[src/hdl/vpm_pkg.sv]
// constants and register map of the vga planar memory path
// What this block does
// - four map mask bits gate writes to planes 3..0, with chain control
// - write mode 3 uses bit mask ANDed with rotated data, set/reset as data
// - write mode 2 takes each plane's fill value from its write data bit
// - outside write mode 2, the write byte is rotated right by the three-bit rotate count first
// - outside write modes 2 and 3, set/reset replaces a plane's data only where its enable bit is set
// - enabled planes get all ones or all zeros from their set/reset bit
// - bit mask picks new data per bit, else the display latch contents
// - read mode 0 unchained returns the plane named by read plane select
// - force bit set drives vga address bit 15 to zero
// - packed chain 4 with chain 4 shifts vga address right by two bits
// - chain 4 applies to reads and writes, overriding both chain 2 bits
// - odd/even chaining puts the page bit in the address lsb
// - write chain 2 without chain 4 selects chain 2 addressing for writes
// - read chain 2 without chain 4 selects chain 2 addressing for reads
// - read mode bit picks normal plane read or colour compare
// - colour compare only looks at planes set in the compare mask
// - each compared plane bit is checked against its compare colour bit
// - write window base adds into graphics memory address bits 19..14
// - display latch register reads and writes the live 32-bit latch
// - every vga read loads the latch; writes use the latch as data
package vpm_pkg;
   localparam logic [15:0] VPM_OFF_WRITE_CTL = 16'h8140;
   localparam logic [15:0] VPM_OFF_READ_CTL  = 16'h8144;
   localparam logic [15:0] VPM_OFF_BASE      = 16'h8210;
   localparam logic [15:0] VPM_OFF_LATCH     = 16'h8214;

   // write path control fields
   localparam int VPM_WR_MAP_LSB  = 24;
   localparam int VPM_WR_MODE3    = 20;
   localparam int VPM_WR_MODE2    = 19;
   localparam int VPM_WR_ROT_LSB  = 16;
   localparam int VPM_WR_SEN_LSB  = 12;
   localparam int VPM_WR_SVAL_LSB = 8;
   localparam int VPM_WR_MASK_LSB = 0;
   localparam logic [31:0] VPM_WR_USED = 32'h0f1fffff;

   // read path control fields
   localparam int VPM_RD_PLANE_LSB = 16;
   localparam int VPM_RD_FRC15     = 15;
   localparam int VPM_RD_PACK      = 14;
   localparam int VPM_RD_QUAD      = 13;
   localparam int VPM_RD_PAGE      = 12;
   localparam int VPM_RD_OE        = 11;
   localparam int VPM_RD_WCH2      = 10;
   localparam int VPM_RD_RCH2      = 9;
   localparam int VPM_RD_MODE      = 8;
   localparam int VPM_RD_CMSK_LSB  = 4;
   localparam int VPM_RD_CCOL_LSB  = 0;
   localparam logic [31:0] VPM_RD_USED = 32'h0003ffff;

   // window base fields
   localparam int VPM_BASE_RD_LSB = 8;
   localparam int VPM_BASE_WR_LSB = 0;
   localparam logic [31:0] VPM_BASE_USED = 32'h00003f3f;
   localparam int VPM_BASE_SHIFT  = 14;

   localparam logic [31:0] VPM_WRITE_CTL_RST = 32'h00000000;
   localparam logic [31:0] VPM_READ_CTL_RST  = 32'h00000000;
   localparam logic [31:0] VPM_BASE_RST      = 32'h00000000;
   localparam logic [31:0] VPM_LATCH_RST     = 32'h00000000;

   localparam logic [3:0] VPM_ALL_PLANES  = 4'hf;
   localparam logic [3:0] VPM_EVEN_PLANES = 4'h5;
   localparam logic [3:0] VPM_ODD_PLANES  = 4'ha;
   localparam logic [3:0] VPM_PLANE0      = 4'h1;

   typedef enum logic [1:0] {
      VPM_ST_IDLE = 2'b00,
      VPM_ST_WAIT = 2'b01,
      VPM_ST_DONE = 2'b11
   } vpm_state_t;
endpackage

[src/hdl/vpm_plane_path.sv]
// vga planar memory path: registers, address chaining, write and read datapath
`timescale 1ns/1ps
module vpm_plane_path (
   input  wire logic        clk_in,
   input  wire logic        rst_b_in,
   input  wire logic        reg_wr_in,
   input  wire logic        reg_rd_in,
   input  wire logic [15:0] reg_addr_in,
   input  wire logic [31:0] reg_wdata_in,
   output logic      [31:0] reg_rdata_out,
   output logic             reg_rvalid_out,
   input  wire logic [19:0] gmem_base_in,
   input  wire logic        vga_req_in,
   input  wire logic        vga_we_in,
   input  wire logic [15:0] vga_addr_in,
   input  wire logic [7:0]  vga_wdata_in,
   output logic             vga_busy_out,
   output logic             vga_done_out,
   output logic      [7:0]  vga_rdata_out,
   output logic             mem_req_out,
   output logic             mem_we_out,
   output logic      [19:0] mem_addr_out,
   output logic      [3:0]  mem_plane_we_out,
   output logic      [31:0] mem_wdata_out,
   input  wire logic [31:0] mem_rdata_in,
   input  wire logic        mem_ack_in
);
   import vpm_pkg::*;

   logic [31:0] wctl_reg;
   logic [31:0] rctl_reg;
   logic [31:0] base_reg;
   logic [31:0] latch_reg;
   logic [31:0] latch_next;
   vpm_state_t  state_reg;
   vpm_state_t  state_next;
   logic [1:0]  rd_plane_reg;
   logic [15:0] off_reg;

   // field views
   wire [3:0] map_mask   = wctl_reg[VPM_WR_MAP_LSB +: 4];
   wire       wmode3     = wctl_reg[VPM_WR_MODE3];
   wire       wmode2     = wctl_reg[VPM_WR_MODE2];
   wire [2:0] rot_count  = wctl_reg[VPM_WR_ROT_LSB +: 3];
   wire [3:0] setreset_enable = wctl_reg[VPM_WR_SEN_LSB +: 4];
   wire [3:0] setreset_value  = wctl_reg[VPM_WR_SVAL_LSB +: 4];
   wire [7:0] bit_mask   = wctl_reg[VPM_WR_MASK_LSB +: 8];
   wire [1:0] rd_sel     = rctl_reg[VPM_RD_PLANE_LSB +: 2];
   wire       force_addr_fifteen_low = rctl_reg[VPM_RD_FRC15];
   wire       packed_quad_chain      = rctl_reg[VPM_RD_PACK];
   wire       quad_chain_mode        = rctl_reg[VPM_RD_QUAD];
   wire       page_bit   = rctl_reg[VPM_RD_PAGE];
   wire       oe_chain   = rctl_reg[VPM_RD_OE];
   wire       wch2       = rctl_reg[VPM_RD_WCH2];
   wire       rch2       = rctl_reg[VPM_RD_RCH2];
   wire       rd_mode    = rctl_reg[VPM_RD_MODE];
   wire [3:0] cmp_mask   = rctl_reg[VPM_RD_CMSK_LSB +: 4];
   wire [3:0] cmp_color  = rctl_reg[VPM_RD_CCOL_LSB +: 4];
   wire [5:0] rd_base    = base_reg[VPM_BASE_RD_LSB +: 6];
   wire [5:0] wr_base    = base_reg[VPM_BASE_WR_LSB +: 6];

   // register decode
   wire sel_wctl  = reg_addr_in == VPM_OFF_WRITE_CTL;
   wire sel_rctl  = reg_addr_in == VPM_OFF_READ_CTL;
   wire sel_base  = reg_addr_in == VPM_OFF_BASE;
   wire sel_latch = reg_addr_in == VPM_OFF_LATCH;
   wire [31:0] reg_rd_mux = sel_wctl  ? wctl_reg :
                            sel_rctl  ? rctl_reg :
                            sel_base  ? base_reg :
                            sel_latch ? latch_reg : 32'h00000000;

   // request acceptance and addressing
   wire accept = vga_req_in && (state_reg == VPM_ST_IDLE);
   wire ch2    = !quad_chain_mode && (vga_we_in ? wch2 : rch2);
   wire [15:0] addr_f   = force_addr_fifteen_low ? {1'b0, vga_addr_in[14:0]} :
                          vga_addr_in;
   wire [15:0] addr_pk  = packed_quad_chain ? {2'b00, addr_f[15:2]} : addr_f;
   wire [15:0] addr_pre = quad_chain_mode ? addr_pk : addr_f;
   // page bit takes over a0 after chaining so odd/even pages stay apart
   wire [15:0] off_next = oe_chain ? {addr_pre[15:1], page_bit} : addr_pre;
   wire [3:0]  quad_en  = VPM_PLANE0 << addr_f[1:0];
   wire [3:0]  chain_en = quad_chain_mode ? quad_en :
                          ch2 ? (addr_f[0] ? VPM_ODD_PLANES : VPM_EVEN_PLANES) :
                          VPM_ALL_PLANES;
   wire [3:0]  plane_we_next = map_mask & chain_en;
   wire [1:0]  rd_plane_next = quad_chain_mode ? addr_f[1:0] :
                               ch2 ? {rd_sel[1], addr_f[0]} : rd_sel;
   wire [5:0]  win_base = vga_we_in ? wr_base : rd_base;
   wire [19:0] win_addr = {win_base, {VPM_BASE_SHIFT{1'b0}}};
   wire [19:0] mem_addr_next = gmem_base_in + win_addr + {4'h0, off_next};

   // write datapath
   wire [15:0] rot_wide = {vga_wdata_in, vga_wdata_in} >> rot_count;
   wire [7:0]  rot_data = rot_wide[7:0];
   wire [7:0]  eff_mask = wmode3 ? (bit_mask & rot_data) : bit_mask;
   wire [31:0] wdata_next;
   // read datapath
   wire [7:0]  cmp_byte;

   genvar gi;
   generate
      for (gi = 0; gi < 4; gi = gi + 1) begin : g_plane
         wire [7:0] src = wmode3 ? {8{setreset_value[gi]}} :
                          wmode2 ? {8{vga_wdata_in[gi]}} :
                          setreset_enable[gi] ? {8{setreset_value[gi]}} :
                          rot_data;
         assign wdata_next[8*gi +: 8] = (src & eff_mask) |
                                        (latch_reg[8*gi +: 8] & ~eff_mask);
      end
      for (gi = 0; gi < 8; gi = gi + 1) begin : g_cmp
         wire [3:0] pix = {mem_rdata_in[24+gi], mem_rdata_in[16+gi],
                           mem_rdata_in[8+gi], mem_rdata_in[gi]};
         assign cmp_byte[gi] = ((pix ^ cmp_color) & cmp_mask) == 4'h0;
      end
   endgenerate

   wire [7:0] plane_byte = mem_rdata_in[8*rd_plane_reg +: 8];
   wire [7:0] rd_byte    = rd_mode ? cmp_byte : plane_byte;
   wire       rd_land    = (state_reg == VPM_ST_WAIT) && mem_ack_in && !mem_we_out;

   // a fetch landing beats a software latch write in the same cycle
   assign latch_next = rd_land ? mem_rdata_in :
                       (reg_wr_in && sel_latch) ? reg_wdata_in : latch_reg;

   always_comb begin
      state_next = state_reg;
      unique case (state_reg)
         VPM_ST_IDLE: begin
            if (vga_req_in) begin
               state_next = VPM_ST_WAIT;
            end
         end
         VPM_ST_WAIT: begin
            if (mem_ack_in) begin
               state_next = VPM_ST_DONE;
            end
         end
         VPM_ST_DONE: begin
            state_next = VPM_ST_IDLE;
         end
         default: begin
            state_next = VPM_ST_IDLE;
         end
      endcase
   end

   always_ff @(posedge clk_in) begin
      if (!rst_b_in) begin
         wctl_reg  <= VPM_WRITE_CTL_RST;
         rctl_reg  <= VPM_READ_CTL_RST;
         base_reg  <= VPM_BASE_RST;
         latch_reg <= VPM_LATCH_RST;
      end else begin
         // reserved bits are dropped so they always read back zero
         if (reg_wr_in && sel_wctl) begin
            wctl_reg <= reg_wdata_in & VPM_WR_USED;
         end
         if (reg_wr_in && sel_rctl) begin
            rctl_reg <= reg_wdata_in & VPM_RD_USED;
         end
         if (reg_wr_in && sel_base) begin
            base_reg <= reg_wdata_in & VPM_BASE_USED;
         end
         latch_reg <= latch_next;
      end
   end

   always_ff @(posedge clk_in) begin
      if (!rst_b_in) begin
         reg_rdata_out  <= 32'h00000000;
         reg_rvalid_out <= 1'b0;
      end else begin
         reg_rdata_out  <= reg_rd_in ? reg_rd_mux : 32'h00000000;
         reg_rvalid_out <= reg_rd_in;
      end
   end

   always_ff @(posedge clk_in) begin
      if (!rst_b_in) begin
         state_reg        <= VPM_ST_IDLE;
         vga_busy_out     <= 1'b0;
         vga_done_out     <= 1'b0;
         vga_rdata_out    <= 8'h00;
         mem_req_out      <= 1'b0;
         mem_we_out       <= 1'b0;
         mem_addr_out     <= 20'h00000;
         mem_plane_we_out <= 4'h0;
         mem_wdata_out    <= 32'h00000000;
         rd_plane_reg     <= 2'b00;
         off_reg          <= 16'h0000;
      end else begin
         state_reg    <= state_next;
         vga_busy_out <= state_next != VPM_ST_IDLE;
         vga_done_out <= (state_reg == VPM_ST_WAIT) && mem_ack_in;
         mem_req_out  <= accept || ((state_reg == VPM_ST_WAIT) && !mem_ack_in);
         if (rd_land) begin
            vga_rdata_out <= rd_byte;
         end
         if (accept) begin
            mem_we_out       <= vga_we_in;
            mem_addr_out     <= mem_addr_next;
            mem_plane_we_out <= vga_we_in ? plane_we_next : 4'h0;
            mem_wdata_out    <= vga_we_in ? wdata_next : 32'h00000000;
            rd_plane_reg     <= rd_plane_next;
            off_reg          <= off_next;
         end
      end
   end
endmodule

[config.mk]
export PLATFORM = sky130hd
export DESIGN_NAME = vpm_plane_path
export DESIGN_NICKNAME = d
export VERILOG_FILES = /design/src/hdl/vpm_pkg.sv /design/src/hdl/vpm_plane_path.sv
export SDC_FILE = /design/constraint.sdc
export NUM_CORES = 1
export LEC_CHECK = 0
export BUFFER_PORTS_ARGS = -buffer_cell sky130_fd_sc_hd__buf_2
export CAP_MARGIN = 20
export CORE_MARGIN = 1
export CORE_UTILIZATION = 50
export CTS_BUF_LIST = sky130_fd_sc_hd__clkbuf_8 sky130_fd_sc_hd__clkbuf_16
export DETAILED_ROUTE_END_ITERATION = 10
export PLACE_DENSITY = 0.75
export SETUP_SLACK_MARGIN = 0.1
export SLEW_MARGIN = 15
export SYNTH_ARGS = -nofsm -noshare
export SYNTH_HDL_FRONTEND = slang
export SYNTH_SLANG_ARGS = --single-unit
[constraint.sdc]
create_clock -name clk_in -period 5.5 [get_ports clk_in]
set_input_delay 0.825 -clock clk_in [delete_from_list [all_inputs] [get_ports clk_in]]
set_output_delay 0.825 -clock clk_in [all_outputs]
set_load 0.005 [all_outputs]
## Word level (Yosys, flattened, before mapping)

Cells that the tools add are included.

- $add $sub $neg: 2
- Multiply operators: 0
- Divide/modulo/power cells: 0
- Magnitude comparators: 0
- Equal/unequal tests: 5
- Shift-type cells: 3
- Multiplexer cells: 36
- Bitwise logic cells: 33
- Reduce and logical (&&, ||, !) cells: 26

Operators by type and width:

| kind | number |
|---|---|
| $mux W28 | 4 |
| $mux W8 | 14 |
| $mux W32 | 3 |
| $and A8 B8 Y8 | 9 |
| $eq A16 B16 Y1 const B | 4 |
| $mux W16 | 3 |
| $and A4 B4 Y4 | 9 |
| $logic_not A4 Y1 | 8 |
| $or A8 B8 Y8 | 4 |
| $shiftx A32 B6 Y8 | 1 |
| $xor A4 B4 Y4 | 8 |
| $add A20 B16 Y20 | 1 |
| $add A20 B20 Y20 | 1 |
| $mux W4 | 4 |
| $shr A16 B3 Y8 | 1 |
| $logic_and A1 B1 Y1 | 9 |
| $not A8 Y8 | 1 |
| $mux W2 | 3 |
| $mux W6 | 1 |
| $reduce_or A5 Y1 | 1 |
| $pmux W2 S2 | 1 |
| $reduce_bool A2 Y1 | 2 |
| $shl A1 B2 Y4 const A | 1 |
| $logic_not A1 Y1 | 3 |
| 6 further kinds | 9 |

- Bits in registers: 192
- Bits in latches: 0
- Memory bits (writable): 0
- ROM bits: 0
- Bits of input ports: 131
- Output and inout bits: 101
- Memories: 0

## Logic depth before layout (Yosys ltp)

Gate-level depths: netlist (run 1).

- Depth after elaboration: 7
- Mapped depth: 14
- Depth with buffers taken out: 12

## Worst setup path after synthesis (run 1)

OpenSTA, ideal clock, no wires.

- Path kind: in2reg
- Start: in vga_we_in
- End: reg mem_addr_out[18]
- Library setup time: 0.087 ns
- Arrival time: 3.546 ns
- Required time: 5.413 ns
- Slack: 1.867 ns
- Stages: 11
- Buffers on the path: 2
- Path through: clkbuf_1 mux2_2 fa_1 ha_1 clkbuf_1 and4_1 a211oi_1 a21boi_0 o21a_1 o31a_1 o31ai_1

- Cells in the longest elaborated chain, start to end: 3

Ends and longest elaborated chain:

| element | RTL line | source |
|---|---|---|
| start, declared | vpm_plane_path.sv:14 | `input wire logic vga_we_in,` |
| $mux W6 | vpm_plane_path.sv:88 | `wire [5:0] win_base = vga_we_in ? wr_base : rd_base;` |
| $add A20 B20 Y20 | vpm_plane_path.sv:90 | `wire [19:0] mem_addr_next = gmem_base_in + win_addr + {4'h0, off_next};` |
| $add A20 B16 Y20 | vpm_plane_path.sv:90 |  |
| end signal, assigned | vpm_plane_path.sv:201 | `mem_addr_out <= mem_addr_next;` |
| end, declared | vpm_plane_path.sv:22 | `output logic [19:0] mem_addr_out,` |

Every way passes these cells.
A chain may end at the register's enable or synchronous reset.

## Worst setup path after layout (run 1)

- Start: reg rctl_reg[13]
- End: reg mem_addr_out[17]

- Cells in the longest elaborated chain, start to end: 3

Ends and longest elaborated chain:

| element | RTL line | source |
|---|---|---|
| start, declared | vpm_plane_path.sv:31 | `logic [31:0] rctl_reg;` |
| start signal, assigned | vpm_plane_path.sv:159 | `rctl_reg <= reg_wdata_in & VPM_RD_USED;` |
| $mux W16 (*) | vpm_plane_path.sv:78 | `wire [15:0] addr_pre = quad_chain_mode ? addr_pk : addr_f;` |
| $mux W1 | vpm_plane_path.sv:80 | `wire [15:0] off_next = oe_chain ? {addr_pre[15:1], page_bit} : addr_pre;` |
| $add A20 B16 Y20 (*) | vpm_plane_path.sv:90 |  |

Mark *: on every way between the ends. The rest lies on a longest branch, timed or not.

==> metrics.sh, run 1 <==
FP-ROW-COUNT=52
SYNTH_SEQ_AREA_SHARE_PCT=37.1
RSZ0062_AT_GRT='false'
NUMBER_OF_CELLS_ON_THE_WORST_HOLD_PATH=2
START_UTIL_PCT=51.1
GRT_PASS1_VIAS=9118
CRITPATHMAXFANOUT=17
CLOCK_SKEW_NS=0.0135
SETUP.WORST_PATH.CLASS='flip-flop to flip-flop'
CTS_TREE='yes'
VIAS_PER_CELL=6.05
FIN_SETUP_TNS_NS=0
WORST_PATH_MAX_DELAY_CELL='fa_1'
FP.DIEH_UM=146
LAYOUT.CELLS.MOST_COMMON='buf_2'
FINALINSTANCEAREA_MM2=0.0123
CRIT_REQUIRED_NS=5.80
FLOORPLAN.DIE_AREA_MM2=0.0213
GRT_START_MAX_NET_PINS=104
GR-TOTAL-OVERFLOW=0
PEAK_PER_STAGE_DELAY_ON_THE_CRITICAL_PATH_NS=0.49
POST_DP_CELL_AREA_MM2=0.0116
POST_CTS_HOLD_FIX_BUFS=0
MAX_CAP_VIOLATIONS=0
MAXIMUM_VDD_IR_DROP_mV=0.202
FLOW.AREA_GROWTH_FROM_SYNTHESIS_PCT=18.2
POST_CTS_RESIZED=0
PLACE.GP.CONGESTION=1.01
DETAIL_ROUTE.WIRELENGTH_UM=33100
DP_HPWL_UM=24600
YS_DOMINANT_REG_CELL='dfxtp_1'
SYNTH-EDFF-COUNT=0
SYNTH.NET_COUNT=1302
WORST_SKEW_PAIR.LATE_LATENCY_NS=0.44
GRT_FIRST_PASS_WIRELENGTH_UM=51000
HOLD_VIO_CNT_FINAL=0
WORST_SLEW_MARGIN_REL_PCT=34.4
CTS.REPORTEDPATHS.CLKPINSLEW_NS=0.07
FINAL_LAYOUT_SIZE_SUFFIX_GT1_SHARE_PCT=25.8
REG2REG_DEPTH=11
ROUTED-VIA-COUNT=9667
P_LEAK_uW=0.00555
TIMING.CRITICAL_PATH.CELLS='nand2_1 -> mux2_2 -> ha_1 -> ha_1 -> fa_1 -> a211oi_1 -> o21ai_0 -> a21oi_1 -> o21ai_0 -> mux2i_1 -> o311ai_0'
DP_WORST_SETUP_SLACK_NS=1.79
SETUP.WORST_PATH.START_CLASS='flip-flop'
SYNTH_TOP_AREA_SHARE_PCT=37.1
CORE-AREA_MM2=0.0203
CLOCK_TREE.HTREE_LEVEL_COUNT=4
DRTPASS1ITERATIONS=6
NETLIST.TOP_CELL.BY_AREA='dfxtp_1'
CTSROOTBUFFERMASTER='clkbuf_16'
NETLIST_TOP_CELLS_AREA='dfxtp_1, nand2_1, mux2i_1'
MAX_FREQ_GHz=0.269
SYNTH_WARNINGS=0
GRT_USAGE_PCT=30.8
MAXSLEWVIOLCOUNT=0
DRT_FIRST_ITER_VIOLATIONS=772
CLOCK_TREE.BUFFER_DEPTH=2
REMAINING_DRC_ERRORS=0
DESIGN.FINAL.NETS=1484
MAX_SLEW.WORST_PIN.SLEW_NS=0.984
WORST_SETUP_PATH_END_KIND='flip-flop'
FINAL_CELL_MIX='buf_2, dfxtp_1, nand2_1'
DETAIL-ROUTE-ANTENNA-NETS=0
ARRIVAL_TIME_REPORTED_FOR_THE_CRITICAL_PATH_ENDPOINT_NS=4.01
LAYOUT.FILLER_CELLS=1824
FINAL.SETUP.WORST_SLACK_NS=1.79
CTS_MADE_BUFFERS=17
ASYNC_FLOP_SHARE_PCT=0
SYNTHCELLS=1133
TRITONCTS_NUM_SINKS=192
FINAL.PERIOD_UTILIZATION_PCT=67.5
MIN_PERIOD_NS=3.71
POSTSYNTHREGISTERBITS=192
WL_PER_CELL_UM=20.7
STATUS='finished, final reports clean'
IOPINCOUNT=232
POWER.DENSITY_mW_PER_MM2=263
MAPPEDNETLISTAREA_MM2=0.0104
POST-CTS-SETUP-BUFFER-COUNT=0
WORST_HOLD_PATH_TYPE='flip-flop to flip-flop'
SYN_AREA_PER_CELL_UM2=9.15
DIE_EXTENT_IN_X_UM=146
NUMBER_OF_ANTENNA_VIOLATIONS_AT_THE_FIRST_CHECK_IN_GLOBAL_ROUTING=0
PLACE.PORT_BUFFERS=231
SETUP-VIOLATIONS-FINAL=0
YOSYS.CELL_TYPES.COUNT=65
[critical path, delay by kind of cell (launching register included)]
kind                     cells  cell delay (ns)
flip-flops                   1             0.45
AO/OA/AOI/OAI                5             1.09
multiplexers                 2             0.59
AND/OR/NAND/NOR              1             0.44
adder cells (fa/ha/maj)      3             0.99
[path summary, 6_finish.rpt]
path                  endpoint  slack (ns)         startpoint
max reg2reg   mem_addr_out[17]        1.79       rctl_reg[13]
min reg2reg  mem_wdata_out[15]        0.45  mem_wdata_out[15]
min          mem_wdata_out[15]        0.45  mem_wdata_out[15]
max           mem_addr_out[17]        1.79       rctl_reg[13]
[synthesized netlist by cell type, types with 4 or more instances]
cell type / instances
a22o_1: 6
inv_1: 12
a22oi_1: 22
mux2_2: 41
a32oi_1: 7
nand2_1: 179
o21ai_0: 29
dfxtp_1: 192
nand2b_1: 15
a222oi_1: 12
mux4_2: 16
mux2i_1: 67
nor3_1: 9
a21oi_1: 31
ha_1: 35
nor2_1: 53
o21a_1: 10
xnor2_1: 6
a21o_1: 6
o211a_1: 42
nor2b_1: 34
clkbuf_1: 53
buf_2: 17
buf_1: 4
a21boi_0: 6
xor2_1: 37
and2_1: 9
a211oi_1: 7
o211ai_1: 29
a21boi_1: 28
nand3_1: 69
[logic make-up after synthesis]
family,count (synthesis),synth area share (%)
compound gates,252,18.4
xor+xnor,43,3.63
fa+ha+maj,38,4.80
buf+inv,89,3.64
flops,192,37.1
mux,124,14.4
simple gates,395,18.1
[through the flow]
stage	cells	hold slack (ns)	total power [µW]	util, %
3_5_place_dp	1565	0.441	1940	57.2
6_report	1599	0.452	3230	60.4
2_1_floorplan	1133	0.431	1760	-
5_1_grt	1597	0.477	3330	60.3
3_3_place_gp	1565	0.433	1930	57.2
4_1_cts	1596	0.457	3220	60.2
[area by class of cell]
cell class / instances / area, µm² / share of cell area [%]
multi-input combinational: 852 / 6160 / 50.3
sequential: 192 / 3840 / 31.4
timing repair buffer: 240 / 1250 / 10.2
clock buffer: 17 / 425 / 3.47
tap: 270 / 338 / 2.76
clock inverter: 14 / 189 / 1.54
inverter: 12 / 45.0 / 0.368
antenna: 2 / 5.00 / 0.0408
[power by group]
group          total (µW)  internal (µW)  switching (µW)  leakage (µW)
logic                 447            194             254       0.00370
clock network        1310            758             549      0.000295
registers            1470           1430            41.1       0.00156
total                3230           2380             843       0.00555
[metal layers]
metal  part of all wire (%)  up-vias  global-route usage [%]
li1                       -     4471                       -
met1                     40     4595                    39.0
met2                     47      523                    51.2
met3                    8.6       78                    5.69
met4                    3.8        0                    13.8
met5                      0        -                       0
Power figures use the tool's default switching activity.
==> run 2, diff against run 1 <==
--- a/config.mk
+++ b/config.mk
@@ -11,7 +11,7 @@
 export CORE_UTILIZATION = 50
 export CTS_BUF_LIST = sky130_fd_sc_hd__clkbuf_8 sky130_fd_sc_hd__clkbuf_16
 export DETAILED_ROUTE_END_ITERATION = 10
-export PLACE_DENSITY = 0.75
+export PLACE_DENSITY = 0.78
 export SETUP_SLACK_MARGIN = 0.1
 export SLEW_MARGIN = 15
 export SYNTH_ARGS = -nofsm -noshare
==> constraint.sdc (replaced) <==
create_clock -name clk_in -period 3.4 [get_ports clk_in]
set_input_delay 0.51 -clock clk_in [delete_from_list [all_inputs] [get_ports clk_in]]
set_output_delay 0.51 -clock clk_in [all_outputs]
set_load 0.005 [all_outputs]
==> metrics.sh, run 2 (synthesis results as in run 1) <==
GRT_FIRST_PASS_WIRELENGTH_UM=50700
RSZ0062_AT_GRT='true'
FINAL_LAYOUT_SIZE_SUFFIX_GT1_SHARE_PCT=26.5
CRIT_REQUIRED_NS=3.71
DETAIL_ROUTE.WIRELENGTH_UM=33300
MAX_CAP_VIOLATIONS=0
FINAL.PERIOD_UTILIZATION_PCT=91.8
CTS_TREE='yes'
LAYOUT.CELLS.MOST_COMMON='buf_2'
REMAINING_DRC_ERRORS=0
FLOORPLAN.DIE_AREA_MM2=0.0213
R2R_SETUP_SLACK_NS=0.28
WORST_SKEW_PAIR.LATE_LATENCY_NS=0.45
ROUTED-WL-MET3_UM=2970
TIMING.CRITICAL_PATH.CELLS='nand2_2 -> mux2_2 -> ha_1 -> ha_1 -> fa_1 -> a211oi_2 -> o21ai_1 -> a21oi_2 -> o21ai_0 -> mux2i_1 -> o311ai_0'
CTS.REPORTEDPATHS.CLKPINSLEW_NS=0.07
MAXSLEWVIOLCOUNT=0
CRIT_TOP_CELL='ha_1'
ARRIVAL_TIME_REPORTED_FOR_THE_CRITICAL_PATH_ENDPOINT_NS=3.43
DRTPASS1ITERATIONS=5
WORST_HOLD_SLACK_NS=0.328
P_LEAK_uW=0.00556
FINAL_CELL_MIX='buf_2, dfxtp_1, nand2_1'
GRT_START_MAX_NET_PINS=61
P_INT_uW=3640
WORST_PATH_MAX_DELAY_CELL='fa_1'
MAX_FREQ_GHz=0.320
CLOCK_TREE.HTREE_LEVEL_COUNT=4
CLOCK_SKEW_NS=0.00720
WORST_SETUP_PATH_END_KIND='flip-flop'
NUMBER_OF_ANTENNA_VIOLATIONS_AT_THE_FIRST_CHECK_IN_GLOBAL_ROUTING=5
DETAIL-ROUTE-ANTENNA-NETS=0
VIAS_PER_CELL=6.04
HP-START='vga_req_in'
WORST_R2R_ENDPOINT='mem_addr_out[17]'
PLACE.GP.CONGESTION=0.984
CTS_MADE_BUFFERS=17
DRT_FIRST_ITER_VIOLATIONS=887
GRT_PASS1_VIAS=9207
HOLD_VIO_CNT_FINAL=0
FLOW.AREA_GROWTH_FROM_SYNTHESIS_PCT=18.4
PLACED_INSTS=1575
STATUS='finished, final reports clean'
POST_CTS_HOLD_FIX_BUFS=0
CLOCK_POWER_SHARE_PCT=38.0
CRITPATHMAXFANOUT=6
SEQPWRFRAC_PCT=47.4
ENDPOINT_WITH_THE_WORST_HOLD_SLACK='vga_busy_out'
ROUTED-WL-MET2_UM=15500
POWER.SWITCHING_uW=1380
NUMBER_OF_CELLS_ON_THE_WORST_HOLD_PATH=3
POST_DP_CELL_AREA_MM2=0.0117
DESIGN.FINAL.NETS=1493
MIN_PERIOD_NS=3.12
IOPINCOUNT=232
FIN_SETUP_TNS_NS=0
CORE-AREA_MM2=0.0203
GR-TOTAL-OVERFLOW=0
LAYOUTNONFILLERINSTCOUNT=1610
WORST_HOLD_PATH_TYPE='primary input to flip-flop'
CTSROOTBUFFERMASTER='clkbuf_16'
DRT-MET1-WL_UM=13000
PEAK_PER_STAGE_DELAY_ON_THE_CRITICAL_PATH_NS=0.50
FP-ROW-COUNT=52
DP_HPWL_UM=24900
SETUP.WORST_PATH.START_CLASS='flip-flop'
WL_PER_CELL_UM=20.7
REG2REG_DEPTH=11
FRACTION_OF_POWER_SPENT_SWITCHING_NETS_PCT=27.5
POWER.DENSITY_mW_PER_MM2=409
WORST_SLEW_MARGIN_REL_PCT=47.9
POST_CTS_RESIZED=1
POWER_uW=5020
DIE_EXTENT_IN_X_UM=146
MAXIMUM_VDD_IR_DROP_mV=0.373
CLOCK_TREE.BUFFER_DEPTH=2
FP.DIEH_UM=146
TRITONCTS_NUM_SINKS=192
TOP_SIGNAL_LAYER_USED='met5'
POST-CTS-SETUP-BUFFER-COUNT=0
START_UTIL_PCT=51.1
ROUTED-VIA-COUNT=9731
MAX_SLEW.WORST_PIN.SLEW_NS=0.782
GRT_USAGE_PCT=30.9
PLACE.PORT_BUFFERS=231
COMBINATIONALPOWERSHARE_PCT=14.6
FINALINSTANCEAREA_MM2=0.0123
SETUP-VIOLATIONS-FINAL=0
SETUP.WORST_PATH.CLASS='flip-flop to flip-flop'
CRITICAL_PATH.REG2REG.STARTPOINT='rctl_reg[14]'
==> run 2: how the worst max path moves through the flow <==
stage / startpoint / end / slack, ns
after floorplan: rctl_reg[13] / mem_addr_out[9] / 0.15
after global placement: vga_addr_in[1] / mem_addr_out[17] / 0.19
after detailed placement: vga_addr_in[1] / mem_addr_out[17] / 0.01
after CTS: rctl_reg[14] / mem_addr_out[17] / 0.14
after global routing: rctl_reg[14] / mem_addr_out[17] / 0.09
final: rctl_reg[14] / mem_addr_out[17] / 0.28
==> run 2: layout make-up <==
type	count	area [µm²]
fillers	1772	8020
multi-input cells	852	6180
flip-flops and latches	192	3840
repair buffers	249	1320
clock buffers	17	425
well taps	270	338
clock inverters	13	118
inverters	12	45.0
diodes	5	12.5
==> run 2: stage by stage <==
step / setup WS [ns] / util (%)
final: 0.279 / 60.5
after global routing: 0.0867 / 60.4
after CTS: 0.144 / 60.4
after detailed placement: 0.0145 / 57.7
after global placement: 0.195 / 57.7
after floorplan: 0.149 / -
==> run 2: power by group through the flow <==
stage	sequential, µW	clock (µW)	combinational (µW)
finish	2380	1910	732
CTS	2380	1920	720
floorplan	2410	0	436
global route	2390	2010	793
detailed placement	2430	0	715
global placement	2430	0	702
==> run 2: critical path, delay by kind of cell, from the launching register on <==
| family | cells | cell delay [ns] |
|---|---|---|
| AO/OA/AOI/OAI | 5 | 0.95 |
| AND/OR/NAND/NOR | 1 | 0.16 |
| multiplexers | 2 | 0.52 |
| adder cells (fa/ha/maj) | 3 | 1.02 |
| flip-flops | 1 | 0.33 |
==> run 2: per-layer routing <==
metal | GRT usage [%] | vias up
met3 | 6.13 | 109
met4 | 17.3 | 2
li1 | - | 4484
met2 | 50.6 | 547
met1 | 38.2 | 4589
met5 | 0 | -
==> run 3, diff against run 2 <==
--- a/config.mk
+++ b/config.mk
@@ -8,10 +8,9 @@
 export BUFFER_PORTS_ARGS = -buffer_cell sky130_fd_sc_hd__buf_2
 export CAP_MARGIN = 20
 export CORE_MARGIN = 1
-export CORE_UTILIZATION = 50
+export CORE_UTILIZATION = 34
 export CTS_BUF_LIST = sky130_fd_sc_hd__clkbuf_8 sky130_fd_sc_hd__clkbuf_16
 export DETAILED_ROUTE_END_ITERATION = 10
-export PLACE_DENSITY = 0.78
 export SETUP_SLACK_MARGIN = 0.1
 export SLEW_MARGIN = 15
 export SYNTH_ARGS = -nofsm -noshare
==> constraint.sdc (replaced) <==
create_clock -name clk_in -period 2.7 [get_ports clk_in]
set_input_delay 0.405 -clock clk_in [delete_from_list [all_inputs] [get_ports clk_in]]
set_output_delay 0.405 -clock clk_in [all_outputs]
set_load 0.005 [all_outputs]
==> metrics.sh, run 3 (synthesis results as in run 1) <==
STATUS='complete, but fails checks'
FLOW.AREA_GROWTH_FROM_SYNTHESIS_PCT=27.9
FINAL_LAYOUT_SIZE_SUFFIX_GT1_SHARE_PCT=32.3
MAX_SLEW.WORST_PIN.SLEW_NS=0.961
FF_LATCH_AREA_MM2=0.00385
CTS.REPORTEDPATHS.CLKPINSLEW_NS=0.08
FINAL.PERIOD_UTILIZATION_PCT=105
CLOCK_SKEW_NS=0.0142
MAXIMUM_VDD_IR_DROP_mV=0.458
DP_WORST_SETUP_SLACK_NS=-0.334
WORST_SLEW_MARGIN_REL_PCT=35.7
CTS_MADE_BUFFERS=17
NUMBER_OF_ANTENNA_VIOLATIONS_AT_THE_FIRST_CHECK_IN_GLOBAL_ROUTING=3
LAYOUT.FILLER_CELLS=2939
WL_PER_CELL_UM=20.9
LAYOUT.CELLS.MOST_COMMON='buf_2'
SETUP.WORST_PATH.CLASS='flip-flop to flip-flop'
ROUTED-VIA-COUNT=9782
DETAIL-ROUTE-ANTENNA-NETS=0
FLOORPLAN.DIE_AREA_MM2=0.0312
GRT_USAGE_PCT=23.6
WORST_SKEW_PAIR.LATE_LATENCY_NS=0.45
CORE-AREA_MM2=0.0298
FAILED_CHECKS='negative setup slack'
REG2REG_DEPTH=11
FINAL_CELL_MIX='buf_2, dfxtp_1, nand2_1'
DETAIL_ROUTE.WIRELENGTH_UM=37100
START_UTIL_PCT=34.8
FP.DIEH_UM=177
DRT_FIRST_ITER_VIOLATIONS=751
WORST_SETUP_PATH_END_KIND='flip-flop'
REMAINING_DRC_ERRORS=0
MULTI_INPUT_AREA_MM2=0.00655
PLACE.PORT_BUFFERS=231
MAXSLEWVIOLCOUNT=0
DIE_EXTENT_IN_X_UM=177
P_LEAK_uW=0.00590
R2R_SETUP_SLACK_NS=-0.13
WORST_HOLD_PATH_TYPE='primary input to flip-flop'
DESIGN.FINAL.NETS=1542
POWER.DENSITY_mW_PER_MM2=509
CLOCK_TREE.BUFFER_DEPTH=2
MIN_PERIOD_NS=2.83
SETUP.WORST_PATH.START='rctl_reg[13]'
MAX_FREQ_GHz=0.354
CRITICAL_PATH.REG2REG.STARTPOINT='rctl_reg[13]'
CRIT_REQUIRED_NS=3.05
WORST_R2R_ENDPOINT='mem_addr_out[18]'
CTS_TREE='yes'
GRT_FIRST_PASS_WIRELENGTH_UM=55200
RSZ0062_AT_GRT='true'
DP_HPWL_UM=28400
IOPINCOUNT=232
DRTPASS1ITERATIONS=5
PLACE.GP.CONGESTION=0.925
SETUP-VIOLATIONS-FINAL=4
GRT_START_MAX_NET_PINS=72
FINAL_CORE_UTILIZATION_PCT=44.5
ARRIVAL_TIME_REPORTED_FOR_THE_CRITICAL_PATH_ENDPOINT_NS=3.18
FINAL.SETUP.WORST_SLACK_NS=-0.127
CTSROOTBUFFERMASTER='clkbuf_16'
CLOCK_TREE.HTREE_LEVEL_COUNT=4
SETUP.WORST_PATH.END='mem_addr_out[18]'
CRITPATHMAXFANOUT=5
TRITONCTS_NUM_SINKS=192
GRT_PASS1_VIAS=9088
FP-ROW-COUNT=63
HOLD_VIO_CNT_FINAL=0
GR-TOTAL-OVERFLOW=0
VIAS_PER_CELL=5.50
SETUP.WORST_PATH.START_CLASS='flip-flop'
MAX_CAP_VIOLATIONS=0
## run 3: stage by stage
stage | hold WS [ns] | setup TNS (ns) | instances | cell area [µm²] | power (µW)
floorplan | 0.431 | -0.568 | 1133 | 10500 | 3610
global placement | 0.434 | -1.11 | 1737 | 12300 | 4070
detailed placement | 0.440 | -2.11 | 1737 | 12300 | 4090
CTS | 0.226 | -0.185 | 1776 | 13100 | 6740
global route | 0.239 | -1.34 | 1776 | 13300 | 7020
finish | 0.235 | -0.271 | 1779 | 13300 | 6750
## run 3: how the worst min path moves through the flow
| stage | start | endpoint | slack (ns) | cells past startpoint |
|---|---|---|---|---|
| 2_1_floorplan | wctl_reg[27] | reg_rdata_out[27] | 0.43 | 2 |
| 3_3_place_gp | mem_wdata_out[0] | mem_wdata_out[0] | 0.43 | 2 |
| 3_5_place_dp | mem_wdata_out[31] | mem_wdata_out[31] | 0.44 | 2 |
| 4_1_cts | reg_wdata_in[16] | rctl_reg[16] | 0.23 | 3 |
| 5_1_grt | reg_wdata_in[14] | rctl_reg[14] | 0.24 | 3 |
| 6_report | reg_wdata_in[16] | rctl_reg[16] | 0.24 | 3 |
## run 3: layout make-up
| cell class | count | area share, % |
|---|---|---|
| timing repair buffer | 297 | 13.0 |
| sequential | 192 | 29.0 |
| clock buffer | 17 | 3.21 |
| inverter | 12 | 0.340 |
| antenna | 3 | 0.0566 |
| tap | 390 | 3.68 |
| multi-input combinational | 853 | 49.4 |
| clock inverter | 15 | 1.28 |
## run 3: metal layers
metal	up-vias	routed length, µm	global-route usage, %
li1	4591	-	-
met1	4650	15700	31.2
met2	467	17200	37.8
met3	72	3020	4.96
met4	2	1200	8.55
met5	-	13	0
## run 3: worst max-delay path, cell delays in order (launching register included)
cell and delay (ns):
dfxtp_4 0.39, nand2_4 0.11, mux2_2 0.35, ha_1 0.31, ha_4 0.30, o21ai_1 0.09
o21bai_2 0.21, a211oi_2 0.10, buf_4 0.17, a2111oi_4 0.35, nor4_1 0.09, o31ai_1 0.27
## run 3: what timing repair did
action,CTS,global route
setup buffers,6,2
pin swaps,21,17
resized for setup,35,25
cloned,1,0
setup endpoints to repair,15,35
hold buffers,0,0
## run 3: report_power, final
part / leakage (µW) / internal [µW] / switching (µW)
Combinational: 0.00405 / 536 / 605
Sequential: 0.00156 / 2920 / 88.0
Clock: 0.000292 / 1450 / 1150
